<file path="config.mk">
export PLATFORM = sky130hd
export DESIGN_NAME = sipo_latch
export DESIGN_NICKNAME = d
export VERILOG_FILES = /design/src/hdl/sipo_pkg.sv /design/src/hdl/sipo_sync.sv /design/src/hdl/sipo_fifo.sv /design/src/hdl/sipo_latch.sv
export SDC_FILE = /design/constraint.sdc
export NUM_CORES = 1
export LEC_CHECK = 0
export BUFFER_PORTS_ARGS = -buffer_cell sky130_fd_sc_hd__buf_2
export CAP_MARGIN = 10
export CORE_MARGIN = 5
export CORE_UTILIZATION = 40
export DETAILED_ROUTE_END_ITERATION = 6
export GPL_TIMING_DRIVEN = 0
export SYNTH_ARGS = -nofsm -noshare
export SYNTH_HDL_FRONTEND = slang
export SYNTH_SLANG_ARGS = --single-unit
</file>
<file path="constraint.sdc">
create_clock -name clk -period 1.9 [get_ports clk]
set_input_delay 0.095 -clock clk [delete_from_list [all_inputs] [get_ports clk]]
set_output_delay 0.095 -clock clk [all_outputs]
set_load 0.005 [all_outputs]
</file>
<file path="src/hdl/sipo_pkg.sv">
/*
 * Package for the serial-in parallel-out latch: widths, stage count,
 * reset values and the packed carrier types shared by the design files.
 * Assumes a single 125 MHz system clock and no software registers.
 */
package sipo_pkg;

    localparam int unsigned STAGES = 8;
    localparam int unsigned FIFO_DEPTH = 8;
    localparam int unsigned SYNC_LEN = 2;
    localparam logic [7:0] SHIFT_RESET = 8'h00;
    localparam logic [7:0] STORE_RESET = 8'h00;

    // Levels of the link pins after two-flop synchronisation
    typedef struct packed {
        logic serial_data_in;
        logic shift_clock;
        logic shift_clear_n;
        logic store_clock;
        logic output_enable_n;
    } sipo_pins_type;

    // Synchroniser levels in reset: idle clocks, clear off, enable high,
    // so the parallel pins cannot be driven before the host is seen
    localparam sipo_pins_type PINS_RESET = '{
        serial_data_in: 1'h0,
        shift_clock: 1'h0,
        shift_clear_n: 1'h1,
        store_clock: 1'h0,
        output_enable_n: 1'h1
    };

    // Parallel output pins: value and enable
    typedef struct packed {
        logic [7:0] data;
        logic [7:0] oe;
    } sipo_par_type;

endpackage

</file>
<file path="src/hdl/sipo_sync.sv">
/*
 * Two-flop synchroniser for the asynchronous link pins.
 * Assumes the pins are quasi-static relative to the 8 ns clock.
 */
module sipo_sync #(
    parameter int unsigned WIDTH = 5,
    parameter logic [WIDTH-1:0] RESET_VALUE = '0
) (
    // Clock and reset
    input wire logic clk,
    input wire logic rst_n,
    // Data
    input wire logic [WIDTH-1:0] async_in,
    output logic [WIDTH-1:0] sync_out
);

    typedef struct packed {
        logic [WIDTH-1:0] meta;
        logic [WIDTH-1:0] stable;
    } sipo_sync_state_type;

    sipo_sync_state_type st_q;
    sipo_sync_state_type st_d;

    always_comb begin
        st_d.meta = async_in;
        st_d.stable = st_q.meta;
    end

    always_ff @(posedge clk or negedge rst_n) begin
        if (!rst_n) begin
            st_q.meta <= RESET_VALUE;
            st_q.stable <= RESET_VALUE;
        end else begin
            st_q <= st_d;
        end
    end

    assign sync_out = st_q.stable;

endmodule

</file>
<file path="src/hdl/sipo_fifo.sv">
/*
 * Small synchronous FIFO with valid/ready on both sides.
 * Assumes one clock; full and empty are exact. The drain side is taken
 * from registers, so the head byte is prepared one cycle ahead.
 */
module sipo_fifo #(
    parameter int unsigned WIDTH = 8,
    parameter int unsigned DEPTH = 8
) (
    // Clock and reset
    input wire logic clk,
    input wire logic rst_n,
    // Fill side
    input wire logic in_valid,
    output logic in_ready,
    input wire logic [WIDTH-1:0] in_data,
    // Drain side
    output logic out_valid,
    input wire logic out_ready,
    output logic [WIDTH-1:0] out_data
);

    localparam int unsigned AW = $clog2(DEPTH);

    typedef struct packed {
        logic [AW-1:0] wr;
        logic [AW-1:0] rd;
        logic [AW:0] count;
        logic not_empty;
        logic [WIDTH-1:0] head;
    } sipo_fifo_state_type;

    sipo_fifo_state_type st_q;
    sipo_fifo_state_type st_d;
    logic [WIDTH-1:0] mem [DEPTH];
    logic push;
    logic pop;

    assign in_ready = (st_q.count != (AW+1)'(DEPTH));
    assign out_valid = st_q.not_empty;
    assign push = in_valid && in_ready;
    assign pop = out_valid && out_ready;
    assign out_data = st_q.head;

    always_comb begin
        st_d = st_q;
        if (push) begin
            st_d.wr = st_q.wr + AW'(1);
        end
        if (pop) begin
            st_d.rd = st_q.rd + AW'(1);
        end
        if (push && !pop) begin
            st_d.count = st_q.count + (AW+1)'(1);
        end else if (pop && !push) begin
            st_d.count = st_q.count - (AW+1)'(1);
        end
        st_d.not_empty = (st_d.count != '0);
        // A byte written into the next read slot bypasses the memory
        if (push && st_q.wr == st_d.rd) begin
            st_d.head = in_data;
        end else begin
            st_d.head = mem[st_d.rd];
        end
    end

    always_ff @(posedge clk or negedge rst_n) begin
        if (!rst_n) begin
            st_q <= '0;
        end else begin
            st_q <= st_d;
        end
    end

    // Storage needs no reset; only read when counted valid
    always_ff @(posedge clk) begin
        if (push) begin
            mem[st_q.wr] <= in_data;
        end
    end

endmodule

</file>
<file path="src/hdl/sipo_latch.sv">
/*
 * Serial-in parallel-out latch: eight shift stages feeding an eight-bit
 * storage register with tri-stated parallel outputs and a cascade output.
 * Assumes the host's pins are asynchronous to clk and change slower than
 * a few clk periods; link clock edges are found by sampling.
 */
// Functional notes
// - Eight shift stages feed an eight-bit storage register.
// - Storage register drives eight tri-state parallel outputs.
// - Shift and storage each have an independent clock input.
// - Both clocks act only on rising edges.
// - Low clear zeroes all shift stages at once; storage untouched.
// - Rising shift clock: stage one takes serial input, others shift.
// - Rising storage clock copies all eight shift stages.
// - Enable high floats parallel outputs; cascade always driven.
// - Serial cascade output lets several devices chain.
// - Clocks tied together: storage lags shift by one pulse.
module sipo_latch (
    // Clock and reset
    input wire logic clk,
    input wire logic arst_n,
    // Link pins from the host
    input wire logic serial_data_in,
    input wire logic shift_clock,
    input wire logic shift_clear_n,
    input wire logic store_clock,
    input wire logic output_enable_n,
    // Parallel outputs: value and drive enable
    output logic [7:0] par_out,
    output logic [7:0] par_oe,
    // Cascade output, never floated
    output logic cascade_out,
    // Stored bytes stream, one per storage edge while the FIFO has room
    output logic store_valid,
    input wire logic store_ready,
    output logic [7:0] store_data
);

    typedef struct packed {
        logic shift_clock_prev;
        logic store_clock_prev;
        logic [7:0] shift_stages;
        logic [7:0] storage;
        logic [7:0] par_out;
        logic [7:0] par_oe;
        logic cascade;
        logic fifo_push;
        logic [7:0] fifo_word;
        logic dropped;
    } sipo_state_type;

    sipo_state_type st_q;
    sipo_state_type st_d;
    sipo_pkg::sipo_pins_type pins;
    sipo_pkg::sipo_pins_type pins_raw;
    logic rst_n;
    logic [1:0] rst_sync_q;
    logic shift_rise;
    logic store_rise;
    logic fifo_ready;
    logic fifo_valid;
    logic [7:0] fifo_data;

    function automatic logic rising(input logic prev, input logic now);
        return now && !prev;
    endfunction

    // Reset released through two flops; kept apart from the main state,
    // being the only register cleared by the raw pin
    always_ff @(posedge clk or negedge arst_n) begin
        if (!arst_n) begin
            rst_sync_q <= 2'h0;
        end else begin
            rst_sync_q <= {rst_sync_q[0], 1'h1};
        end
    end
    assign rst_n = rst_sync_q[1];

    assign pins_raw.serial_data_in = serial_data_in;
    assign pins_raw.shift_clock = shift_clock;
    assign pins_raw.shift_clear_n = shift_clear_n;
    assign pins_raw.store_clock = store_clock;
    assign pins_raw.output_enable_n = output_enable_n;

    sipo_sync #(
        .WIDTH($bits(sipo_pkg::sipo_pins_type)),
        .RESET_VALUE(sipo_pkg::PINS_RESET)
    ) u_sync (
        .clk(clk),
        .rst_n(rst_n),
        .async_in(pins_raw),
        .sync_out(pins)
    );

    // Each clock gets its own edge detector
    assign shift_rise = rising(st_q.shift_clock_prev, pins.shift_clock);
    assign store_rise = rising(st_q.store_clock_prev, pins.store_clock);

    always_comb begin
        st_d = st_q;
        st_d.shift_clock_prev = pins.shift_clock;
        st_d.store_clock_prev = pins.store_clock;
        st_d.fifo_push = 1'h0;
        // Storage samples pre-edge stages, so tied clocks lag
        if (store_rise) begin
            st_d.storage = st_q.shift_stages;
            st_d.fifo_push = 1'h1;
            st_d.fifo_word = st_q.shift_stages;
            st_d.dropped = !fifo_ready;
        end
        // Clear overrides shifting
        if (!pins.shift_clear_n) begin
            st_d.shift_stages = sipo_pkg::SHIFT_RESET;
        end else if (shift_rise) begin
            st_d.shift_stages = {st_q.shift_stages[6:0],
                                 pins.serial_data_in};
        end
        // Parallel pins follow storage, floated by enable high
        st_d.par_out = st_d.storage;
        st_d.par_oe = pins.output_enable_n ? 8'h00 : 8'hFF;
        // Cascade is last shift stage, not storage
        st_d.cascade = st_d.shift_stages[7];
    end

    always_ff @(posedge clk or negedge rst_n) begin
        if (!rst_n) begin
            st_q.shift_clock_prev <= 1'h0;
            st_q.store_clock_prev <= 1'h0;
            st_q.shift_stages <= sipo_pkg::SHIFT_RESET;
            st_q.storage <= sipo_pkg::STORE_RESET;
            st_q.par_out <= sipo_pkg::STORE_RESET;
            st_q.par_oe <= 8'h00;
            st_q.cascade <= 1'h0;
            st_q.fifo_push <= 1'h0;
            st_q.fifo_word <= 8'h00;
            st_q.dropped <= 1'h0;
        end else begin
            st_q.shift_clock_prev <= st_d.shift_clock_prev;
            st_q.store_clock_prev <= st_d.store_clock_prev;
            st_q.shift_stages <= st_d.shift_stages;
            st_q.storage <= st_d.storage;
            st_q.par_out <= st_d.par_out;
            st_q.par_oe <= st_d.par_oe;
            st_q.cascade <= st_d.cascade;
            st_q.fifo_push <= st_d.fifo_push;
            st_q.fifo_word <= st_d.fifo_word;
            st_q.dropped <= st_d.dropped;
        end
    end

    // Host link cannot be stalled; a full FIFO drops the newest byte
    sipo_fifo #(
        .WIDTH(8),
        .DEPTH(sipo_pkg::FIFO_DEPTH)
    ) u_fifo (
        .clk(clk),
        .rst_n(rst_n),
        .in_valid(st_q.fifo_push),
        .in_ready(fifo_ready),
        .in_data(st_q.fifo_word),
        .out_valid(fifo_valid),
        .out_ready(store_ready),
        .out_data(fifo_data)
    );

    assign par_out = st_q.par_out;
    assign par_oe = st_q.par_oe;
    assign cascade_out = st_q.cascade;
    assign store_valid = fifo_valid;
    assign store_data = fifo_data;

endmodule

</file>
; After elaboration in Yosys (flattened, before gate mapping)
; Memories as Yosys holds them, arrays and structs flattened. A register that Yosys moved wholly into a read port is not among the register bits.
; Index checks and enable logic that the tools add are counted.
[word_totals]
ff_bits = 51
ram_bits = 64
word_cells = 44
n_memories = 1
[classes]
add_sub_neg = 4
n_eq_ne = 2
mux = 9
n_reduce_logical = 13
[memory_table]
columns = memory, words, word_bits, read_ports, rd_clocked_by_memory_dff, write_ports, line_no
row1 = u_fifo.mem, 8, 8, 1, 1, 1, sipo_fifo.sv:35  ; logic [WIDTH-1:0] mem [DEPTH];
[ops]
columns = operator, n
row1 = $mux W8, 3
row2 = $mux W10, 1
row3 = $mux W4, 2
row4 = $add A3 B1 Y3 const B, 2
row5 = $logic_and A1 B1 Y1, 6
row6 = $logic_not A1 Y1, 6
row7 = $add A4 B1 Y4 const B, 1
row8 = $ne A4 B4 Y1 const B, 1
row9 = $reduce_bool A4 Y1, 1
row10 = $sub A4 B1 Y4 const B, 1
row11 = $mux W3, 1
row12 = $mux W1, 2
row13 = $ne A2 B2 Y1 const B, 1

; Logic depth before layout (Yosys ltp)
; Gate-level depths: netlist (run 1).
[depth]
ltp_word = 7
ltp_mapped = 9
mapped_depth_nobuf = 7

; Hierarchy
; A second synthesis (run 1) with hierarchy kept.
[hier_totals]
cells_unflattened = 370
hier_area_um2 = 5176.2
[by_module_without_submodules]
columns = mod, instances, cells_per_inst, area_per_inst_um2, seq_area_each_um2
row1 = sipo_fifo, 1, 289, 3961.3, 2397.3
row2 = sipo_latch, 1, 71, 959.7, 550.5
row3 = sipo_sync, 1, 10, 255.2, 255.2

; Worst setup path after synthesis (run 1)
; Ideal clock, no wire load.
[synth_path]
path_type = register to register
from = reg u_fifo.st_q[9] (netlist bit)
to = mem u_fifo.mem[0][0] (enable)
t_arrival_ns = 1.743
setup_slack_ns = -0.238
path_stages_with_launch = 6
n_path_buf = 0
cell_sequence = dfrtp_1 > inv_1 > ha_1 > nand3b_4 > nand2_1 > nor4_1
[synth_via]
elab_chain_cells = 4
[synth_rtl]
columns = item, line_no
row1 = "start, declared", sipo_fifo.sv:33  ; sipo_fifo_state_type st_q;
row2 = "start signal, assigned", sipo_fifo.sv:71  ; st_q <= st_d;
row3 = $ne A4 B4 Y1, sipo_fifo.sv:39  ; assign in_ready = (st_q.count != (AW+1)'(DEPTH));
row4 = $logic_and A1 B1 Y1, sipo_fifo.sv:41  ; assign push = in_valid && in_ready;
row5 = $mux W1, sipo_fifo.sv:77  ; if (push) begin
row6 = $mux W1 (implied by the code), sipo_fifo.sv:78  ; mem[st_q.wr] <= in_data;
row7 = "end, declared", sipo_fifo.sv:35
; No other way between the ends.

==> results.py, run 1 <==
metrics = {
    "status": {
        "status": "finished, violations left",
        "failed_checks": "negative setup slack",
    },
    "placed_design": {
        "io_buffers": 33,
        "dp_hpwl_um": 8410,
        "preCtsSetupSlack_ns": -0.594,
        "gp_congestion": 0.826,
        "dp.cells": 642,
    },
    "synth": {
        "synth-compound-area-share_pct": 16.0,
        "synth_area_um2": 5270,
        "synth-adder-area-share_pct": 0.949,
        "synth_enable_flop_cells": 64,
        "synthFlopType": "edfxtp_1",
        "synthCells": 429,
        "synth_xor_area_share_pct": 2.90,
        "synthArstFlopShare_pct": 44.3,
        "synth_top_family_by_area": "compound AO/OA/AOI/OAI gates",
        "ys_types": 50,
        "syn_area_per_cell_um2": 12.3,
        "syn_nets": 441,
        "yosys.area_share.simple_pct": 10.9,
        "ys_seq_area_share_pct": 60.7,
        "synthMuxAreaShare_pct": 1.71,
        "synth_warnings": 0,
        "ys_seq_elements": 115,
    },
    "clock_network": {
        "clockBufferDepth": 2,
        "cts_tree": "done",
        "clockRootBuffer": "clkbuf_16",
        "path_clk_slew_ns": 0.06,
        "cts_sinks": 115,
        "numCtsBuffers": 17,
        "cts.htree.levels": 4,
        "clkLatencyLatePin_ns": 0.41,
    },
    "die": {
        "die_h_um": 125,
        "die_w_um": 125,
        "coreArea_um2": 13100,
        "num_rows": 42,
        "die_area_um2": 15600,
        "ios": 34,
        "start_util_pct": 40.3,
    },
    "detailed_routing": {
        "routed-via-count": 3807,
        "first_iter_violations": 321,
        "firstDrtPassIters": 4,
        "antenna_left": 0,
        "drc": 0,
        "wirelength_um": 13300,
        "detail_route.vias_per_cell": 5.43,
        "wire_per_inst_um": 19.0,
    },
    "pwr": {
        "irDropWorstVdd_mv": 0.821,
        "p_leak_uw": 0.00274,
        "total_power_uw": 11200,
        "powerDensity_nw_per_um2": 1630,
    },
    "global_route": {
        "grt_first_pass_wirelength_um": 21000,
        "grt_max_degree": 28,
        "grtUsageTotal_pct": 17.5,
        "grt_antenna_before_repair": 0,
        "gr-total-overflow": 0,
        "first_global_vias": 3959,
    },
    "run": {
        "cap_viol_max_count": 0,
    },
    "sta": {
        "fin_hold_ws_ns": 0.288,
        "rsz0062_at_grt": "true",
        "setup_viol": 2,
        "post-route-min-period_ns": 1.91,
        "max_slew_margin_pct": 58.7,
        "setup_ws_ns": -0.0106,
        "tightestPinTransition_ns": 0.619,
        "hold_viol_final": 0,
        "min_period_over_period_pct": 101,
        "fmax_mhz": 523,
        "fin_skew_ns": 0.00808,
        "report.final.slew_viol_count": 0,
    },
    "worst_setup_path": {
        "cpMaxStageDelayCell": "or4_4",
        "r2r_cells": 7,
        "crit_chain": "inv_2 -> ha_4 -> nand3b_4 -> a21oi_4 -> a21oi_1 -> mux2_2 -> or4_4",
        "cp.arrival_ns": 2.18,
        "crit_fanout": 4,
        "cp_slowest_stage_delay_ns": 0.52,
        "required_ns": 2.17,
        "crit_start": "u_fifo.st_q[10]",
        "critPathKind": "reg -> reg",
        "crit_path_end_kind": "flop",
        "startpoint_type": "flop",
        "r2r_start": "u_fifo.st_q[10]",
    },
    "final_layout": {
        "layout_commonest_cell": "edfxtp_1",
        "n_antenna_cell": 0,
        "area_growth_pct": 30.0,
        "drive_gt1_share_pct": 36.2,
        "nets": 524,
        "final_util_pct": 52.4,
        "final_cell_mix": "64 x edfxtp_1, 48 x buf_4, 45 x dfrtp_1, 42 x o211ai_1, 39 x buf_2",
        "instances_no_fill": 701,
    },
    "worst_hold_path": {
        "min_path_type": "reg -> async",
    },
}
[final cells by class]
cell class | instances | area (um2)
fill | 1099 | 6230
sequential | 115 | 3210
multi-input combinational | 249 | 1920
clock buffer | 20 | 489
timing repair buffer | 64 | 478
buffer | 54 | 404
tap | 176 | 220
clock inverter | 12 | 91.3
inverter | 11 | 42.5
[layer usage]
| metal | GRT usage, % | vias up | wire length, um |
|---|---|---|---|
| li1 | - | 1762 | - |
| met1 | 21.4 | 1890 | 5510 |
| met2 | 29.4 | 132 | 6810 |
| met3 | 3.86 | 23 | 715 |
| met4 | 7.97 | 0 | 306 |
| met5 | 0 | - | 0 |
[worst max-delay path, delay by kind of cell, from the launching register on]
kind | cells | cell delay (ns)
simple gates | 2 | 0.63
flops | 1 | 0.39
mux | 1 | 0.28
compound gates | 2 | 0.26
fa+ha+maj | 1 | 0.14
buf+inv | 1 | 0.08
[per-stage QoR]
step | setup TNS [ns] | cell area (um2)
after global placement | -50.96 | 5670
final | -0.0194 | 6850
after CTS | -0.0578 | 6670
after global routing | -0.409 | 6850
after floorplan | -1.69 | 5280
after detailed placement | -26.87 | 5720
[cell usage after synthesis, drive strengths merged (10+ instances only)]
master	number	share of area [%]
edfxtp	64	36
dfrtp	47	22
o211ai	42	6.0
buf	38	4.7
nand2	30	2.2
o21ai	29	2.8
nor2	24	1.7
clkbuf	16	1.2
a2bb2oi	14	2.3
nand4b	14	2.3
or3	14	1.7
inv	10	0.71
[path summary, 6_finish.rpt]
kind	endpoint	slack (ns)
worst min register to register	u_fifo.st_q[12]	0.29
worst min-delay path	u_fifo.st_q[12]	0.29
max in group asynchronous	u_sync.sync_out[2]	0.98
min in group clk	u_sync.st_d[0]	0.33
worst max-delay path	u_fifo.out_valid	-0.01
worst max register to register	u_fifo.out_valid	-0.01
[registers in the layout (all words and copies together), names as in the netlist]
name and count:
u_fifo.mem 64, st_q 18, u_fifo.st_q 10, u_fifo.out_data 8, u_sync.st_d 5, u_sync.sync_out 5
rst_sync_q 2, cascade_out 1, par_oe 1, u_fifo.out_valid 1
[where the power goes]
group | internal (uW) | leakage (uW) | switching, uW
clock | 1870 | 0.000289 | 1160
combinational | 2200 | 0.00120 | 2750
sequential | 2970 | 0.00126 | 218
[what timing repair did]
item                                    CTS  global route
gates cloned                              0             1
endpoints found under the setup margin   72            43
buffers inserted                         12             6
pin swaps                                13            12
endpoints found under the hold margin     8             0
gates resized for setup                  53            48
hold buffers                              8             0
[kinds of logic after synthesis]
logic type               count (synthesis)
AO/OA/AOI/OAI                          119
XOR/XNOR                                10
adder cells (fa/ha/maj)                  4
buffers and inverters                   65
flip-flops                             115
multiplexers                             8
other                                    1
AND/OR/NAND/NOR                        107
Note: power is estimated with default switching activity, not from simulation.
==> run 2: changes to the inputs <==
- clock period: 1.9 -> 1.6 ns (I/O delays scaled with it)
==> run 2 against run 1 <==
Against the previous run:
- the run still ends with negative setup slack left
- final cell count is 1.0% higher
- clock-buffer cell count fell by 1
- first-iteration DRC count is 12% lower
- sequential cell count unchanged
- sequential share of layout area decreased by 2.0 points
- maximum frequency grew 2.7%
- combinational power increased by 30%
- wire length fell by 3.5%
==> results.py, run 2 (same netlist as run 1, synthesis figures left out) <==
metrics = {
    "detailed_routing": {
        "firstDrtPassIters": 5,
        "antenna_left": 0,
        "wire_per_inst_um": 18.2,
        "drc": 0,
        "first_iter_violations": 281,
        "routed-via-count": 3815,
        "wirelength_um": 12900,
        "detail_route.vias_per_cell": 5.39,
    },
    "worst_hold_path": {
        "min_path_type": "in -> reg",
        "min_from": "store_ready",
    },
    "final_layout": {
        "final_cell_mix": "64 x edfxtp_1, 44 x buf_4, 44 x dfrtp_1, 42 x o211ai_1, 35 x buf_2",
        "largest_register_ffs": 64,
        "area_growth_pct": 35.8,
        "drive_gt1_share_pct": 39.5,
        "reg_top3": "u_fifo.mem x64, st_q x18, u_fifo.st_q x10",
        "largest_register": "u_fifo.mem",
        "layout_commonest_cell": "edfxtp_1",
        "nets": 531,
        "n_antenna_cell": 0,
    },
    "worst_setup_path": {
        "crit_start": "u_fifo.st_q[9]",
        "critPathKind": "reg -> reg",
        "crit_path_end_kind": "flop",
        "required_ns": 1.87,
        "startpoint_type": "flop",
        "r2r_start": "u_fifo.st_q[9]",
        "crit_fanout": 4,
        "cp.arrival_ns": 2.13,
    },
    "placed_design": {
        "io_buffers": 33,
        "dp_hpwl_um": 8140,
        "preCtsSetupSlack_ns": -0.533,
        "gp_congestion": 0.841,
    },
    "clock_network": {
        "cts_sinks": 115,
        "clkLatencyLatePin_ns": 0.41,
        "cts_tree": "done",
        "numCtsBuffers": 17,
        "clockBufferDepth": 2,
        "cts.htree.levels": 4,
        "path_clk_slew_ns": 0.05,
        "clockRootBuffer": "clkbuf_16",
    },
    "sta": {
        "setup_ws_ns": -0.260,
        "post-route-min-period_ns": 1.86,
        "setup_viol": 73,
        "min_period_over_period_pct": 116,
        "rsz0062_at_grt": "true",
        "fmax_mhz": 538,
        "hold_viol_final": 0,
        "tightestPinTransition_ns": 0.512,
        "max_slew_margin_pct": 65.8,
        "tns_ns": -7.52,
        "report.final.slew_viol_count": 0,
        "fin_skew_ns": 0.00835,
    },
    "pwr": {
        "p_sw_share_pct": 34.8,
        "power.internal_uw": 9200,
        "power_frac_comb_pct": 45.6,
        "pwr-share-clk_pct": 27.4,
        "p_leak_uw": 0.00282,
        "irDropWorstVdd_mv": 0.697,
        "p_seq_share_pct": 27.0,
        "p_sw_uw": 4920,
        "powerDensity_nw_per_um2": 1970,
    },
    "die": {
        "die_area_um2": 15600,
        "coreArea_um2": 13100,
        "start_util_pct": 40.3,
        "num_rows": 42,
        "die_h_um": 125,
        "ios": 34,
        "die_w_um": 125,
    },
    "status": {
        "failed_checks": "negative setup slack",
        "status": "finished, violations left",
    },
    "global_route": {
        "first_global_vias": 4050,
        "grt_antenna_before_repair": 0,
        "grt_first_pass_wirelength_um": 21300,
        "grtUsageTotal_pct": 17.4,
        "gr-total-overflow": 0,
        "grt_max_degree": 36,
    },
    "run": {
        "cap_viol_max_count": 0,
    },
}
run 2: cell types whose count changed in the layout (fill, tap and decap cells not counted), moves of 3 or more:
cell,delta
a2bb2oi_1,-5
a2bb2oi_2,+5
buf_12,+6
buf_2,-4
buf_4,-4
bufinv_16,+4
clkbuf_16,-3
clkbuf_4,+4
clkbuf_8,+3
clkinv_1,+3
clkinv_2,+3
clkinv_4,-3
inv_6,-4
run 2: power groups by stage:
stage | Sequential (uW) | Clock [uW] | Combinational (uW)
CTS | 3790 | 3940 | 6060
detailed placement | 3860 | 0 | 5000
floorplan | 3810 | 0 | 3740
global placement | 3860 | 0 | 4840
finish | 3810 | 3870 | 6440
global route | 3850 | 4090 | 6920
run 2: stage by stage:
stage / instances / utilization [%] / hold slack, ns / total power, uW / instance area (um2)
finish: 708 / 54.7 / 0.0610 / 14100 / 7160
global route: 708 / 54.7 / 0.0645 / 14900 / 7160
floorplan: 429 / - / -0.216 / 7550 / 5470
CTS: 705 / 53.8 / 0.0293 / 13800 / 7040
detailed placement: 639 / 44.9 / -0.129 / 8870 / 5880
global placement: 638 / 44.8 / -0.134 / 8700 / 5860
run 2: routing by layer:
| metal | GRT usage (%) | wire, um | up-vias |
|---|---|---|---|
| met1 | 21.3 | 5300 | 1856 |
| met4 | 6.82 | 215 | 0 |
| li1 | - | - | 1766 |
| met2 | 29.0 | 6490 | 171 |
| met3 | 5.15 | 868 | 22 |
| met5 | 0 | 0 | - |
run 2: layout make-up:
type	instances	area (um2)
multi-input combinational	249	2060
clock inverter	13	164
inverter	11	42.5
timing repair buffer	71	598
fill	1078	5930
clock buffer	19	443
buffer	54	428
sequential	115	3210
tap	176	220
run 2: path summary, 6_finish.rpt:
| check | end | slack (ns) | cells after the start |
|---|---|---|---|
| worst max-delay path | u_fifo.out_valid | -0.26 | 7 |
| min in group asynchronous | st_q[36] | 0.17 | 0 |
| worst min register to register | st_q[36] | 0.17 | 0 |
| max in group asynchronous | u_sync.sync_out[0] | 0.87 | 1 |
| worst max register to register | u_fifo.out_valid | -0.26 | 7 |
| worst min-delay path | u_fifo.st_q[14] | 0.06 | 3 |
run 2: critical path: stages (launching register included):
cell	delay, ns
dfrtp_2	0.41
inv_2	0.07
ha_4	0.14
nand3b_4	0.11
a21oi_4	0.23
o2bb2ai_2	0.13
xor2_1	0.10
or4_1	0.53
run 2: repair_timing:
| item | 4_1_cts | 5_1_grt |
|---|---|---|
| cloned | 2 | 0 |
| pin swaps | 26 | 10 |
| setup endpoints to repair | 73 | 74 |
| hold endpoints to repair | 8 | 0 |
| gates resized for setup | 49 | 31 |
| setup buffers | 24 | 3 |
| hold buffers | 8 | 0 |
